--- src/core/smr_defines.svh ---
// Constants for the signal monitor readback and framer
//
// Contract
// - Result bits 7:0 and 15:8 sit in two read-only registers; writes ignored.
// - Result bits 19:16 sit in the third register's low nibble; upper nibble zero.
// - Eight-bit read-only frame counter, plus one per period expiry, resets to zero.
// - A statistic enters the frame only when its selection bit is one.
// - Selection bit 1 inserts peak data; clear omits it; resets to one.
// - Result selection 001 routes the peak detector to the readback; reset 001.
// - Twenty-four-bit period in output clocks, any value, below two acts as two, reset 0x80.
`ifndef SMR_DEFINES_SVH
`define SMR_DEFINES_SVH

`define SMR_IDX_W 12
`define SMR_IDX_CTRL 12'h270
`define SMR_IDX_PER0 12'h271
`define SMR_IDX_PER1 12'h272
`define SMR_IDX_PER2 12'h273
`define SMR_IDX_RSEL 12'h274
`define SMR_IDX_RES_LOW 12'h275
`define SMR_IDX_RES_MID 12'h276
`define SMR_IDX_RES_HIGH 12'h277
`define SMR_IDX_COUNT 12'h278
`define SMR_IDX_FEN 12'h279
`define SMR_IDX_FSEL 12'h27a

`define SMR_PER_RST 24'h000080
`define SMR_RSEL_RST 3'h1
`define SMR_RSEL_PEAK 3'h1
`define SMR_FSEL_RST 6'h02
`define SMR_FSEL_PEAK 1
`define SMR_FEN_RST 2'h0
`define SMR_FEN_ON 2'h3
`define SMR_PDET_BIT 1

`endif

--- src/core/smr_pkg.sv ---
// Types shared by the signal monitor readback and framer
package smr_pkg;

  typedef struct packed {
    logic [11:0] idx;
    logic write;
    logic read;
  } smr_req_t;

  typedef struct packed {
    logic valid;
    logic peak_vld;
    logic [19:0] peak;
    logic [7:0] count;
  } smr_frame_t;

  typedef enum logic {SMR_IDLE, SMR_RWAIT} smr_bus_t;

endpackage
--- src/core/smr_framer.sv ---
// Signal monitor peak detector, readback registers and sideband frame source
`include "smr_defines.svh"

module smr_framer #(
  parameter int SAMPLE_W = 14
) (
  input wire logic mclk,
  input wire logic rst,
  input wire logic hsel,
  input wire logic [31:0] haddr,
  input wire logic [1:0] htrans,
  input wire logic hwrite,
  input wire logic [2:0] hsize,
  input wire logic [31:0] hwdata,
  input wire logic hready,
  output logic [31:0] hrdata,
  output logic hreadyout,
  output logic hresp,
  input wire logic [SAMPLE_W-1:0] sample_mag,
  input wire logic sample_valid,
  output smr_pkg::smr_frame_t frame_out
);

  if (SAMPLE_W < 1 || SAMPLE_W > 20)
  begin : g_chk
    $error("SAMPLE_W must be 1..20");
  end

  // ------------------------------------------------
  // Helpers
  // ------------------------------------------------
  function automatic logic [19:0] widen(input logic [SAMPLE_W-1:0] v);
    widen = 20'(v);
  endfunction

  function automatic logic [19:0] max20(input logic [19:0] a, input logic [19:0] b);
    max20 = (a > b) ? a : b;
  endfunction

  // ------------------------------------------------
  // State
  // ------------------------------------------------
  smr_pkg::smr_req_t req_reg, req_next;
  smr_pkg::smr_bus_t bus_reg, bus_next;
  logic [31:0] rdata_reg, rdata_next;
  logic ready_reg, ready_next;
  logic pdet_reg, pdet_next;
  logic [23:0] per_reg, per_next;
  logic [2:0] rsel_reg, rsel_next;
  logic [1:0] fen_reg, fen_next;
  logic [5:0] fsel_reg, fsel_next;
  logic [23:0] cnt_reg, cnt_next;
  logic [19:0] peak_reg, peak_next;
  logic [19:0] res_reg, res_next;
  logic [7:0] fcnt_reg, fcnt_next;
  smr_pkg::smr_frame_t frm_reg, frm_next;
  logic [23:0] per_m1;
  logic expire;
  logic [19:0] peak_final;
  logic do_wr;

  assign hrdata = rdata_reg;
  assign hreadyout = ready_reg;
  assign hresp = 1'b0;
  assign frame_out = frm_reg;

  // ------------------------------------------------
  // Period and peak detector
  // ------------------------------------------------
  // Period expiry point
  always_comb
  begin
    per_m1 = (per_reg < 24'h000002) ? 24'h000001 : per_reg - 24'h000001;
    expire = (cnt_reg >= per_m1);
    peak_final = (sample_valid && pdet_reg) ? max20(peak_reg, widen(sample_mag)) : peak_reg;
  end

  always_comb
  begin
    cnt_next = expire ? 24'h000000 : cnt_reg + 24'h000001;
    peak_next = expire ? 20'h00000 : peak_final;
    res_next = res_reg;
    fcnt_next = fcnt_reg;
    frm_next = '0;
    if (expire)
    begin
      res_next = (rsel_reg == `SMR_RSEL_PEAK) ? peak_final : 20'h00000;
      fcnt_next = fcnt_reg + 8'h01;
      if (fen_reg == `SMR_FEN_ON)
      begin
        frm_next.valid = 1'b1;
        frm_next.count = fcnt_reg + 8'h01;
        if (fsel_reg[`SMR_FSEL_PEAK])
        begin
          frm_next.peak_vld = 1'b1;
          frm_next.peak = peak_final;
        end
      end
    end
  end

  always_ff @(posedge mclk)
  begin
    if (rst)
    begin
      cnt_reg <= 24'h000000;
      peak_reg <= 20'h00000;
      res_reg <= 20'h00000;
      fcnt_reg <= 8'h00;
      frm_reg <= '0;
    end
    else
    begin
      cnt_reg <= cnt_next;
      peak_reg <= peak_next;
      res_reg <= res_next;
      fcnt_reg <= fcnt_next;
      frm_reg <= frm_next;
    end
  end

  // ------------------------------------------------
  // AHB-Lite slave and registers
  // ------------------------------------------------
  assign do_wr = req_reg.write && (bus_reg == smr_pkg::SMR_IDLE);

  always_comb
  begin
    req_next = req_reg;
    bus_next = bus_reg;
    rdata_next = rdata_reg;
    ready_next = 1'b1;
    pdet_next = pdet_reg;
    per_next = per_reg;
    rsel_next = rsel_reg;
    fen_next = fen_reg;
    fsel_next = fsel_reg;
    if (do_wr)
    begin
      unique case (req_reg.idx)
        `SMR_IDX_CTRL: pdet_next = hwdata[`SMR_PDET_BIT];
        `SMR_IDX_PER0: per_next[7:0] = hwdata[7:0];
        `SMR_IDX_PER1: per_next[15:8] = hwdata[7:0];
        `SMR_IDX_PER2: per_next[23:16] = hwdata[7:0];
        `SMR_IDX_RSEL: rsel_next = hwdata[2:0];
        `SMR_IDX_FEN: fen_next = hwdata[1:0];
        `SMR_IDX_FSEL: fsel_next = hwdata[5:0];
        default: ;
      endcase
    end
    unique case (bus_reg)
      smr_pkg::SMR_IDLE:
      begin
        req_next = '0;
        if (hsel && htrans[1] && hready)
        begin
          req_next.idx = haddr[`SMR_IDX_W+1:2];
          req_next.write = hwrite;
          req_next.read = !hwrite;
          if (!hwrite)
          begin
            bus_next = smr_pkg::SMR_RWAIT;
            ready_next = 1'b0;
          end
        end
      end
      smr_pkg::SMR_RWAIT:
      begin
        bus_next = smr_pkg::SMR_IDLE;
        req_next = '0;
        rdata_next = 32'h00000000;
        unique case (req_reg.idx)
          `SMR_IDX_CTRL: rdata_next[`SMR_PDET_BIT] = pdet_reg;
          `SMR_IDX_PER0: rdata_next[7:0] = per_reg[7:0];
          `SMR_IDX_PER1: rdata_next[7:0] = per_reg[15:8];
          `SMR_IDX_PER2: rdata_next[7:0] = per_reg[23:16];
          `SMR_IDX_RSEL: rdata_next[2:0] = rsel_reg;
          `SMR_IDX_RES_LOW: rdata_next[7:0] = res_reg[7:0];
          `SMR_IDX_RES_MID: rdata_next[7:0] = res_reg[15:8];
          `SMR_IDX_RES_HIGH: rdata_next[3:0] = res_reg[19:16];
          `SMR_IDX_COUNT: rdata_next[7:0] = fcnt_reg;
          `SMR_IDX_FEN: rdata_next[1:0] = fen_reg;
          `SMR_IDX_FSEL: rdata_next[5:0] = fsel_reg;
          default: ;
        endcase
      end
    endcase
  end

  always_ff @(posedge mclk)
  begin
    if (rst)
    begin
      req_reg <= '0;
      bus_reg <= smr_pkg::SMR_IDLE;
      rdata_reg <= 32'h00000000;
      ready_reg <= 1'b1;
      pdet_reg <= 1'b0;
      per_reg <= `SMR_PER_RST;
      rsel_reg <= `SMR_RSEL_RST;
      fen_reg <= `SMR_FEN_RST;
      fsel_reg <= `SMR_FSEL_RST;
    end
    else
    begin
      req_reg <= req_next;
      bus_reg <= bus_next;
      rdata_reg <= rdata_next;
      ready_reg <= ready_next;
      pdet_reg <= pdet_next;
      per_reg <= per_next;
      rsel_reg <= rsel_next;
      fen_reg <= fen_next;
      fsel_reg <= fsel_next;
    end
  end
endmodule

--- config.mk ---
export PLATFORM = sky130hd
export DESIGN_NAME = smr_framer
export DESIGN_NICKNAME = d
export VERILOG_FILES = /design/src/core/smr_pkg.sv /design/src/core/smr_framer.sv
export VERILOG_INCLUDE_DIRS = /design/src /design/src/core
export SDC_FILE = /design/constraint.sdc
export NUM_CORES = 1
export LEC_CHECK = 0
export ABC_AREA = 1
export CORE_UTILIZATION = 45
export DETAILED_ROUTE_END_ITERATION = 10
export DONT_BUFFER_PORTS = 1
export REMOVE_ABC_BUFFERS = 1
export SLEW_MARGIN = 20
export SYNTH_ARGS = -nofsm -noshare
export SYNTH_HDL_FRONTEND = slang
export SYNTH_SLANG_ARGS = --single-unit
--- constraint.sdc ---
create_clock -name mclk -period 4.2 [get_ports mclk]
set_input_delay 0.84 -clock mclk [delete_from_list [all_inputs] [get_ports mclk]]
set_output_delay 0.84 -clock mclk [all_outputs]
set_load 0.005 [all_outputs]
* Yosys cells after proc, flatten, opt, wreduce, memory -nomap -nowiden
Cells that the tools add are included.
** Cells by class
- Add/sub/neg operators :: 3
- Magnitude comparators :: 3
- Equality and inequality tests :: 13
- Muxes and demuxes :: 18
- Bitwise gates (word level) :: 5
- Reductions and logical operators :: 17
** Operators by type and width (count)
- equality test 12 x 10 -> 1 bit (second input constant) :: 11
- 2-to-1 mux 20 bit :: 3
- 2-to-1 mux 30 bit :: 1
- case mux 14 bit (2 select lines) :: 1
- adder 24 x 1 -> 24 bit (second input constant) :: 1
- greater-or-equal comparator 24 bit :: 1
- < comparator 24 x 2 -> 1 bit (second input constant) :: 1
- 2-to-1 mux 24 bit :: 1
- subtractor 24 x 1 -> 24 bit (second input constant) :: 1
- 2-to-1 mux 21 bit :: 1
- greater-than comparator 20 x 14 -> 1 bit :: 1
- 2-to-1 mux 14 bit :: 1
- case mux 2 bit (7 select lines) :: 1
- AND reduction 2 bit :: 7
- case mux 2 bit (6 select lines) :: 1
- case mux 1 bit (11 select lines) :: 1
- case mux 1 bit (10 select lines) :: 1
- case mux 1 bit (9 select lines) :: 1
- adder 8 x 1 -> 8 bit (second input constant) :: 1
- case mux 1 bit (8 select lines) :: 1
- OR reduction 3 bit :: 2
- NOT 1 bit :: 5
- logical AND 1 bit :: 4
- OR reduction 2 bit :: 2
- other kinds (6) :: 8
** Word-level totals
- Flip-flop bits (word level) :: 161
- Input port bits :: 89
- Output and inout port bits :: 64
- Logic and storage cells :: 79

* Depth between registers and ports, before layout
Gate-level depths: netlist of the first run.
- Depth in word-level cells :: 5
- Depth in mapped cells :: 22
- Depth with buffers taken out :: 21

* Least setup slack after synthesis of the first run
Ideal clock, no wire load.
- Path kind :: register to register
- From :: reg per_reg[0]
- To :: reg res_reg[10]
- Setup time :: 58 ps
- Arrival :: 2652 ps
- Data required time :: 4142 ps
- Setup slack :: 1490 ps
- Cell stages (with the launch flop) :: 23
- Path buffers :: 2
- Period minus slack after synthesis :: 2710 ps
- Path through :: dfxtp_1 inv_1 ha_1 nand2_1 nor2_4 nand2_1 nor2_1 inv_2 nor2_2 nand3_1 nand3_1 ha_1 nand2_1 nor2_1 nand2_1 inv_1 nand4_1 nand4_1 nor2_1 buf_4 buf_4 nand2_1 nand2_1
** Between the ends
- Cells in the longest elaborated chain, start to end :: 3
- Elaborated cells on any way between the ends :: 4
- Those cells by class :: add/sub: 1; order compare: 2; mux: 1
** Ends and longest elaborated chain
- from (decl) :: line smr_framer.sv:48 : logic [23:0] per_reg, per_next;
- from (signal assigned) :: line smr_framer.sv:199 : per_reg <= `SMR_PER_RST;
- from (signal assigned) :: line smr_framer.sv:211 : per_reg <= per_next;
- subtractor 24 x 1 -> 24 bit / < comparator 24 x 2 -> 1 bit (equally long branches) :: line smr_framer.sv:73 : per_m1 = (per_reg < 24'h000002) ? 24'h000001 : per_reg - 24'h000001;
- 2-to-1 mux 24 bit (*) :: line smr_framer.sv:73
- greater-or-equal comparator 24 bit (*) :: line smr_framer.sv:74 : expire = (cnt_reg >= per_m1);
- to (signal assigned) :: line smr_framer.sv:116 : res_reg <= res_next;
- to (decl) :: line smr_framer.sv:54 : logic [19:0] res_reg, res_next;
Every way passes the cells marked *; elsewhere a longest branch is shown, timed or not.
A chain may end at the register's enable or synchronous reset.

* Worst setup path in the final report of the first run
- From :: reg per_reg[2]
- To :: reg peak_reg[10]
** Between the ends
- Cells in the longest elaborated chain, start to end :: 4
- Elaborated cells on any way between the ends :: 5
- Those cells by class :: add/sub: 1; order compare: 2; mux: 1; reduce/logical: 1
** Ends and longest elaborated chain
- subtractor 24 x 1 -> 24 bit / < comparator 24 x 2 -> 1 bit (equally long branches) :: line smr_framer.sv:73
- 2-to-1 mux 24 bit (*) :: line smr_framer.sv:73
- greater-or-equal comparator 24 bit (*) :: line smr_framer.sv:74
- OR reduction 2 bit (no line) (*)
- to (signal assigned) :: line smr_framer.sv:115 : peak_reg <= peak_next;
- to (decl) :: line smr_framer.sv:53 : logic [19:0] peak_reg, peak_next;
Marks and branches as above.

==> flow_summary_export.csv, run 1 <==
group,metric,value,unit
finish,seq_area,3223,um^2
run,drv_cap,0,
timing,final.period_utilization,84.44,%
pwr,p_leak,0.004111,uW
clocking,numCtsBuffers,17,
worst_setup_path,cp-start-kind,"flip-flop",
worst_setup_path,crit_fanout,43,
timing,slew_violations,0,
floorplanning,fp.dieH,137.5,um
timing,setup_tns,0,ns
clocking,h-tree-depth,4,
timing,grt_setup_unrepaired,"false",
timing,relSlewSlack,37.63,%
global_routing,grt_max_degree,44,
detailed_routing,drt_wl_total,19980,um
global_routing,grt_pass1_wl,32400,um
yosys,synth_edf_count,0,
clocking,ctsResizeCount,0,
pwr,power_density,358.2,nW/um^2
global_routing,grt_pass1_vias,6506,
pwr,ir_drop,0.2814,mV
worst_setup_path,critical-path-top-delay-family,"simple AND/OR/NAND/NOR gates",
status,status,"finished, final reports clean",
finish,syn2layout_area_growth,8.875,%
yosys,ys_warn_count,0,
yosys,synth-main-ff-cell,"dfxtp_1",
clocking,post-cts-setup-buffers,0,
yosys,yosysUniqueCellTypes,46,
clocking,cts_root_buf,"clkbuf_16",
global_routing,grt-ovfl-total,0,
finish,largest_reg_flops,30,
worst_hold_path,min_path_type,"flip-flop to flip-flop",
floorplanning,design.core.area,17960,um^2
floorplanning,fp.dieW,137.5,um
placement,hpwl,14810,um
global_routing,busiest_layer,"met2",
worst_setup_path,crit_buf_inv,4,
worst_setup_path,crit_type,"flip-flop to flip-flop",
yosys,syn_inst,1172,
timing,setup_viol,0,
timing,tightest_slew,0.9285,ns
clocking,clock_sinks,161,
global_routing,grt_usage,22.56,%
worst_setup_path,arrival,3.84,ns
worst_setup_path,max_stage_delay,0.60,ns
placement,gp_congestion,0.8738,
yosys,synth_seq_cells,161,
clocking,holdBufCountCts,0,
timing,fin_crit,3.546,ns
global_routing,antenna_found_initial,0,
detailed_routing,ant_nets,0,
floorplanning,ioPinCount,153,
yosys,async_flop_share,0,%
floorplanning,start_util,45.99,%
finish,antenna_cells,0,
global_routing,grt_use_met3,6.218,%
floorplanning,die_area,18900,um^2
detailed_routing,drc,0,
placement,port_buffers,0,
finish,fin_nets,1301,
clocking,clkTransAtPathRegs,0.07,ns
timing,timing.hold.ws,0.4522,ns
yosys,ys_seq_area_share,39.01,%
clocking,cts.path.max_buffers,2,
global_routing,met1_usage,29.83,%
timing,skew,0.01164,ns
timing,fmax,282.0,MHz
detailed_routing,first_iter_violations,396,
finish,multiInputGateArea,4207,um^2
finish,fillers,1850,
clocking,clock_latency,0.44,ns
yosys,syn_avg_cell_area,7.049,um^2
timing,hold_viol,0,
worst_setup_path,end_kind,"flip-flop",
worst_setup_path,cp.required,4.50,ns
worst_setup_path,crit_slowest_cell,"inv_2",
clocking,cts_tree,"yes",
finish,drive_gt1_share,9.628,%
yosys,synth_area,8262,um^2
detailed_routing,avgRoutedWirePerCell,14.14,um
worst_setup_path,path_cells,"nor2_1 -> inv_2 -> nor2_2 -> inv_2 -> nor2_2 -> nand2_1 -> nor2_1 -> nand2_1 -> a21boi_1 -> o21ai_1 -> ha_1 -> nand2_1 -> nor2_1 -> nand2_1 -> inv_1 -> nand4_1 -> nand4_1 -> nor2_2 -> inv_2 -> nor2_1",
global_routing,use_met2,35.34,%
floorplanning,rows,49,
detailed_routing,drt-pass1-iter-count,5,
detailed_routing,dr_total_vias,6938,
detailed_routing,vias_per_cell,4.910,
[cells in the final DEF, fill, tap and decap left out, types with 12 or more instances in the layout]
cell type,synthesis,layout
nor3_1,21,21
ha_1,41,41
nand4_1,14,14
a211oi_1,12,12
a21oi_1,45,45
conb_1,1,25
nand2_1,283,283
inv_2,23,23
inv_1,132,132
nor2_1,181,180
dfxtp_1,161,161
o21ai_0,43,43
nand3_1,64,64
clkbuf_16,0,17
[tightest hold or removal path, stage by stage (launching register included)]
cell and delay (ns):
dfxtp_1 0.31, nand2_1 0.06, nand2_1 0.04
[logic make-up after synthesis]
logic type / synth area share (%)
AO/OA/AOI/OAI: 8.996
XOR/XNOR: 1.908
adder cells (fa/ha/maj): 6.209
buffers and inverters: 11.19
flip-flops: 39.01
other: 0.04539
AND/OR/NAND/NOR: 32.64
[routing by layer]
metal | wire length [um] | part of all wire [%]
met3 | 1272 | 6.4
met5 | 0 | 0
met1 | 9404 | 47
met2 | 8945 | 45
met4 | 357 | 1.8
[through the flow]
stage,power [uW],std cells,worst slack [ns],instance area [um^2],utilization (%)
after floorplan,1617,1144,0.2041,8013,-
after global placement,1634,1381,0.7323,8374,46.62
after detailed placement,1634,1381,0.6706,8374,46.62
after CTS,3254,1413,0.6626,8995,50.07
after global routing,3330,1413,0.2236,8995,50.07
final,3222,1413,0.6537,8995,50.07
[final timing paths]
| check | start | end | slack [ns] | cells after the start |
|---|---|---|---|---|
| max | per_reg[2] | peak_reg[10] | 0.65 | 20 |
| min | res_reg[10] | res_reg[10] | 0.45 | 2 |
| max reg2reg | per_reg[2] | peak_reg[10] | 0.65 | 20 |
| min reg2reg | res_reg[10] | res_reg[10] | 0.45 | 2 |
[power by group]
part           total, uW  switching, uW  internal [uW]
sequential          1540           4.66           1530
combinational       63.5           47.7           15.9
clock               1620            715            908
[Yosys cell counts (3+ instances only)]
| master | count | area [um^2] |
|---|---|---|
| or2_2 | 9 | 56.30 |
| nor2_4 | 10 | 112.6 |
| xor2_1 | 10 | 87.58 |
| a21oi_1 | 45 | 225.2 |
| a211oi_1 | 12 | 90.09 |
| buf_2 | 13 | 65.06 |
| nor2_2 | 10 | 62.56 |
| ha_1 | 41 | 513.0 |
| nor4_1 | 4 | 25.02 |
| nor2_1 | 181 | 679.4 |
| inv_1 | 132 | 495.5 |
| a211oi_2 | 4 | 50.05 |
| o21ai_1 | 8 | 40.04 |
| clkbuf_1 | 6 | 22.52 |
| nand2_1 | 283 | 1062 |
| a21boi_0 | 5 | 37.54 |
| nand2_2 | 7 | 43.79 |
| o21ai_0 | 43 | 215.2 |
| o211ai_1 | 3 | 22.52 |
| xnor2_1 | 8 | 70.07 |
| dfxtp_1 | 161 | 3223 |
| nand4_1 | 14 | 87.58 |
| nand3_1 | 64 | 320.3 |
| buf_4 | 30 | 225.2 |
| inv_2 | 23 | 86.33 |
| nor3_1 | 21 | 105.1 |
[cell type report]
class,instances,share of cell area [%]
repair buffers,8,0.8068
clock inverters,15,2.170
multi-input cells,827,46.77
flip-flops and latches,161,35.83
inverters,156,6.510
clock buffers,17,4.729
well taps,229,3.185
Power figures use the tool's default switching activity.
==> inputs of run 2 (changes only) <==
clock period = 3.5 ns   (was 4.2 ns; I/O delays follow)
==> run 2 against run 1 <==
Combinational power is 30% higher. Setup slack worse by 0.31 ns. Cell area is 2.4% higher. Largest cell class unchanged. Critical path type unchanged. Fmax is 12% higher. Critical path depth stayed put.
==> flow_summary_export.csv, run 2 (synthesis results as in run 1) <==
group,metric,value,unit
global_routing,grt_pass1_vias,6363,
floorplanning,fp.dieH,137.5,um
clocking,h-tree-depth,4,
placement,place_ws,0.1125,ns
global_routing,grt-ovfl-total,0,
clocking,cts.path.max_buffers,2,
floorplanning,ioPinCount,153,
detailed_routing,ant_nets,0,
finish,mostFrequentLayoutCell,"nand2_1",
worst_setup_path,crit_fanout,21,
placement,dp.cells,1391,
placement,hpwl,15090,um
global_routing,use_met2,35.34,%
pwr,ir_drop,0.3456,mV
timing,tightest_slew,0.9114,ns
clocking,cts_tree,"yes",
timing,skew,0.01007,ns
floorplanning,die_area,18900,um^2
detailed_routing,avgRoutedWirePerCell,14.15,um
worst_setup_path,critical-path-top-delay-family,"simple AND/OR/NAND/NOR gates",
clocking,clock_sinks,161,
detailed_routing,drt_wl_total,20200,um
run,drv_cap,0,
detailed_routing,dr_total_vias,7073,
finish,final_cell_mix,"nand2_1 (279), nor2_1 (175), dfxtp_1 (161)",
timing,relSlewSlack,38.78,%
pwr,p_int,2967,uW
detailed_routing,drc,0,
worst_setup_path,path_cells,"nor2_1 -> inv_1 -> nor4_4 -> nand2_2 -> nor2_4 -> nand2_1 -> a21boi_1 -> o21ai_1 -> ha_1 -> nand2_1 -> nor2_2 -> nand2_2 -> inv_1 -> nand4_1 -> nand4_1 -> nand2_2 -> inv_2 -> nand2_1 -> buf_12 -> nor2_1",
timing,timing.hold.ws,0.3433,ns
timing,fmax,316.8,MHz
finish,drive_gt1_share,11.93,%
global_routing,grt_max_degree,30,
placement,port_buffers,0,
worst_setup_path,max_stage_delay,0.38,ns
detailed_routing,vias_per_cell,4.953,
finish,fin_nets,1316,
timing,setup_viol,0,
pwr,pwr-share-seq,48.0,%
worst_setup_path,cp-start-kind,"flip-flop",
timing,final.period_utilization,90.18,%
detailed_routing,drt-pass1-iter-count,7,
floorplanning,design.core.area,17960,um^2
clocking,cts_root_buf,"clkbuf_16",
worst_setup_path,crit_slowest_cell,"dfxtp_1",
pwr,p_sw_share,22.69,%
global_routing,grt_pass1_wl,32200,um
floorplanning,start_util,45.99,%
timing,fin_crit,3.156,ns
clocking,clock_latency,0.42,ns
pwr,pwr-share-clk,49.8,%
timing,slew_violations,0,
finish,antenna_cells,0,
worst_setup_path,end_kind,"flip-flop",
worst_setup_path,crit_buf_inv,4,
global_routing,antenna_found_initial,0,
timing,fin_ws,0.3438,ns
global_routing,grt_use_met3,6.549,%
worst_setup_path,cp.required,3.85,ns
finish,seq_area,3223,um^2
worst_setup_path,arrival,3.51,ns
worst_setup_path,regToRegSetupSlack,0.34,ns
timing,hold_viol,0,
finish,final_cells,1428,
floorplanning,fp.dieW,137.5,um
worst_setup_path,crit_type,"flip-flop to flip-flop",
timing,setup_tns,0,ns
floorplanning,rows,49,
clocking,numCtsBuffers,17,
finish,fin_util,51.26,%
finish,syn2layout_area_growth,11.45,%
finish,fillers,1810,
placement,gp_congestion,0.8826,
pwr,pwr-share-comb,2.1,%
detailed_routing,first_iter_violations,422,
status,status,"finished, final reports clean",
pwr,p_leak,0.004204,uW
global_routing,busiest_layer,"met2",
global_routing,met1_usage,29.90,%
worst_hold_path,min_path_type,"primary input to flip-flop",
clocking,clkTransAtPathRegs,0.07,ns
pwr,power_density,416.8,nW/um^2
global_routing,grt_usage,22.49,%
finish,largest_reg_flops,30,
pwr,power.switching,870.7,uW
finish,multiInputGateArea,4275,um^2
==> run 2: cell types whose count changed in the layout (fill, tap and decap cells not counted), moves of 3 or more <==
| cell | before | now |
|---|---|---|
| inv_8 | 5 | 1 |
| nor2_2 | 11 | 14 |
| nand2_1 | 283 | 279 |
| buf_4 | 7 | 18 |
| buf_12 | 1 | 4 |
| nor2_1 | 180 | 175 |
| nand2_2 | 7 | 11 |
==> run 2: layer usage <==
metal | part of all wire [%] | vias to the layer above | routed length, um
met1 | 47 | 3209 | 9492
met3 | 6.4 | 17 | 1287
met4 | 1.2 | 0 | 252
met2 | 45 | 167 | 9169
met5 | 0 | - | 0
li1 | - | 3680 | -
==> run 2: what timing repair did <==
item,4_1_cts,5_1_grt
setup endpoints to repair,0,101
hold buffers,0,0
resized for setup,0,22
buffers inserted,0,5
==> run 2: path summary, 6_finish.rpt <==
check | from | depth (start not counted) | endpoint
setup / recovery | per_reg[12] | 20 | frame_out[20]
hold / removal | rst | 1 | per_reg[15]
setup reg to reg | per_reg[12] | 20 | frame_out[20]
hold reg to reg | res_reg[10] | 2 | res_reg[10]
==> run 2: power by group through the flow <==
stage	Combinational, uW	Sequential [uW]	Clock, uW
after floorplan	56.4	1880	0
after global placement	80.2	1890	0
after detailed placement	80.2	1890	0
after CTS	81.0	1840	1940
after global routing	96.9	1840	2030
final	82.3	1840	1910
==> run 2: cell type report <==
cell class | instances | share of cell area, %
multi-input cells | 827 | 46.43
flip-flops and latches | 161 | 35.00
inverters | 156 | 6.387
clock buffers | 20 | 4.960
well taps | 229 | 3.112
repair buffers | 23 | 2.500
clock inverters | 12 | 1.603
==> run 2: per-stage QoR <==
stage,total power (uW),instance area [um^2]
after global placement,1965,8487
after floorplan,1940,8013
after detailed placement,1965,8487
final,3838,9208
after CTS,3866,9091
after global routing,3967,9208
==> inputs of run 3 (changes only) <==
CTS_BUF_LIST = sky130_fd_sc_hd__clkbuf_4   (was default)
clock period = 2.75 ns   (was 3.5 ns; I/O delays follow)
==> run 3 against run 2 <==
The run now ends with DRC, setup timing left. Core utilization rose by 3.5 points. Sequential cell count did not move. Register-to-register slack got worse by 0.77 ns. Count of clock-buffer cells in the layout fell by 1. Critical path depth rose by 2. Sequential share of layout area fell by 2.2 points. Largest cell class unchanged.
==> flow_summary_export.csv, run 3 (synthesis results as in run 1) <==
group,metric,value,unit
finish,final_cell_mix,"nand2_1 (266), dfxtp_1 (153), nor2_1 (144)",
detailed_routing,drc,2,
global_routing,use_met2,37.13,%
global_routing,grt_usage,22.98,%
clocking,h-tree-depth,4,
timing,fin_ws,-0.4290,ns
timing,hold_viol,0,
finish,fillers,1752,
finish,largest_reg_flops,30,
finish,fin_util,54.79,%
global_routing,grt_max_degree,30,
status,violations,"DRC, setup timing",
floorplanning,rows,49,
finish,syn2layout_area_growth,19.13,%
placement,placed_area,8862,um^2
floorplanning,die_area,18900,um^2
detailed_routing,vias_per_cell,4.912,
finish,stdcell_area,9842,um^2
pwr,pwr-share-clk,34.2,%
floorplanning,fp.dieH,137.5,um
global_routing,grt-ovfl-total,0,
worst_setup_path,regToRegSetupSlack,-0.43,ns
global_routing,antenna_found_initial,1,
global_routing,grt_use_met3,6.843,%
pwr,p_int,2782,uW
clocking,cts_root_buf,"clkbuf_4",
finish,drive_gt1_share,21.52,%
worst_hold_path,min_from,"rst",
clocking,clkTransAtPathRegs,0.14,ns
pwr,ir_drop,0.3399,mV
detailed_routing,drt_wl_total,21970,um
finish,mostFrequentLayoutCell,"nand2_1",
worst_setup_path,arrival,3.70,ns
placement,place_ws,-0.4164,ns
clocking,clock_latency,0.58,ns
detailed_routing,drt-pass1-iter-count,8,
global_routing,grt_pass1_vias,6595,
timing,slew_violations,0,
timing,grt_setup_unrepaired,"true",
worst_setup_path,crit_fanout,5,
timing,tightest_slew,0.9513,ns
worst_hold_path,min_path_type,"primary input to flip-flop",
worst_setup_path,end_kind,"flip-flop",
detailed_routing,ant_nets,0,
status,status,"finished, violations left",
pwr,power.switching,999.6,uW
floorplanning,fp.dieW,137.5,um
global_routing,met1_usage,29.79,%
worst_setup_path,reg2regPathDepth,22,
placement,port_buffers,0,
run,drv_cap,0,
clocking,cts.path.max_buffers,2,
pwr,power_density,384.3,nW/um^2
worst_setup_path,crit_type,"flip-flop to flip-flop",
timing,fmax,314.6,MHz
worst_setup_path,rr_startpoint,"per_reg[12]",
timing,timing.hold.ws,0.04207,ns
detailed_routing,dr_total_vias,7338,
clocking,cts_tree,"yes",
timing,relSlewSlack,36.11,%
clocking,numCtsBuffers,17,
worst_setup_path,cp-start-kind,"flip-flop",
placement,gp_congestion,0.8799,
pwr,p_leak,0.004535,uW
timing,skew,0.02112,ns
placement,hpwl,15760,um
worst_hold_path,holdPathStages,1,
detailed_routing,avgRoutedWirePerCell,14.71,um
pwr,pwr-share-seq,62.1,%
detailed_routing,first_iter_violations,436,
timing,setup_tns,-37.56,ns
worst_hold_path,worstHoldEndpoint,"per_reg[19]",
finish,fin_nets,1381,
floorplanning,design.core.area,17960,um^2
floorplanning,ioPinCount,153,
global_routing,grt_pass1_wl,32900,um
pwr,pwr-share-comb,3.7,%
clocking,clock_sinks,161,
global_routing,busiest_layer,"met2",
pwr,p_sw_share,26.43,%
timing,setup_viol,102,
worst_setup_path,cp.required,3.27,ns
floorplanning,start_util,45.99,%
timing,fin_crit,3.179,ns
timing,final.period_utilization,115.6,%
worst_setup_path,reg2reg_to,"frame_out[11]",
[run 3: cell count changes in the layout (fill, tap and decap cells not counted), moves of 10 or more]
| cell | before | now |
|---|---|---|
| buf_4 | 18 | 64 |
| clkbuf_16 | 17 | 7 |
| clkbuf_4 | 0 | 19 |
| nand2_1 | 279 | 266 |
| nor2_1 | 175 | 144 |
| nor2_2 | 14 | 30 |
| nor2_4 | 12 | 27 |
| o21ai_0 | 43 | 33 |
[run 3: timing repair]
| item | 4_1_cts | 5_1_grt |
|---|---|---|
| resized for setup | 62 | 78 |
| cloned | 1 | 8 |
| buffers inserted | 5 | 6 |
| pin swaps | 15 | 32 |
| hold buffers | 1 | 0 |
| hold endpoints to repair | 13 | 0 |
| setup endpoints to repair | 102 | 102 |
[run 3: metrics by stage]
stage | cells | power, uW
after floorplan | 1144 | 2469
after global placement | 1441 | 2504
after detailed placement | 1441 | 2505
after CTS | 1480 | 3815
after global routing | 1494 | 3932
final | 1494 | 3782
[run 3: final cells by class]
type / count / area, um^2 / share of cell area [%]
Multi-Input combinational cell: 827 / 4548 / 46.21
Inverter: 156 / 613.1 / 6.229
Timing Repair Buffer: 88 / 909.6 / 9.242
Antenna cell: 1 / 2.502 / 0.02543
Tap cell: 229 / 286.5 / 2.911
Clock inverter: 13 / 106.4 / 1.081
Clock buffer: 19 / 142.6 / 1.449
Sequential cell: 161 / 3233 / 32.85
[run 3: per-layer routing]
layer	vias to the layer above	part of all wire (%)	wire [um]
met5	-	0	0
met4	0	1.2	254
met3	19	5.9	1293
met2	152	47	10240
met1	3333	46	10180
li1	3834	-	-
[run 3: worst max-delay path by stage]
stage / from / to / slack (ns) / cells after the start
finish: per_reg[12] / frame_out[11] / -0.43 / 22
global route: per_reg[9] / frame_out[11] / -0.63 / 22
CTS: per_reg[11] / cnt_reg[15] / -0.18 / 20
detailed placement: per_reg[11] / cnt_reg[14] / -0.42 / 19
global placement: per_reg[11] / peak_reg[7] / -0.37 / 19
floorplan: per_reg[4] / cnt_reg[14] / -1.25 / 16
[run 3: power groups by stage]
| stage | sequential, uW | combinational (uW) | clock, uW |
|---|---|---|---|
| detailed placement | 2400 | 105 | 0 |
| global placement | 2400 | 105 | 0 |
| global route | 2350 | 160 | 1420 |
| finish | 2350 | 139 | 1290 |
| CTS | 2350 | 122 | 1350 |
| floorplan | 2400 | 71.8 | 0 |
[run 3: worst max-delay path: stages, from the launching register on]
cell	delay [ns]
dfxtp_2	0.37
nor2_4	0.10
inv_2	0.05
nor4_4	0.33
nand2_2	0.15
nor2_4	0.12
nand2_2	0.09
a21boi_2	0.18
o21ai_2	0.08
ha_1	0.29
nand2_1	0.06
nor2_2	0.16
nand2_2	0.10
inv_2	0.06
nand4_1	0.06
nand4_1	0.16
buf_4	0.15
nand2_4	0.06
buf_12	0.14
clkinv_8	0.05
nand2_8	0.07
clkbuf_16	0.19
nor2_2	0.10
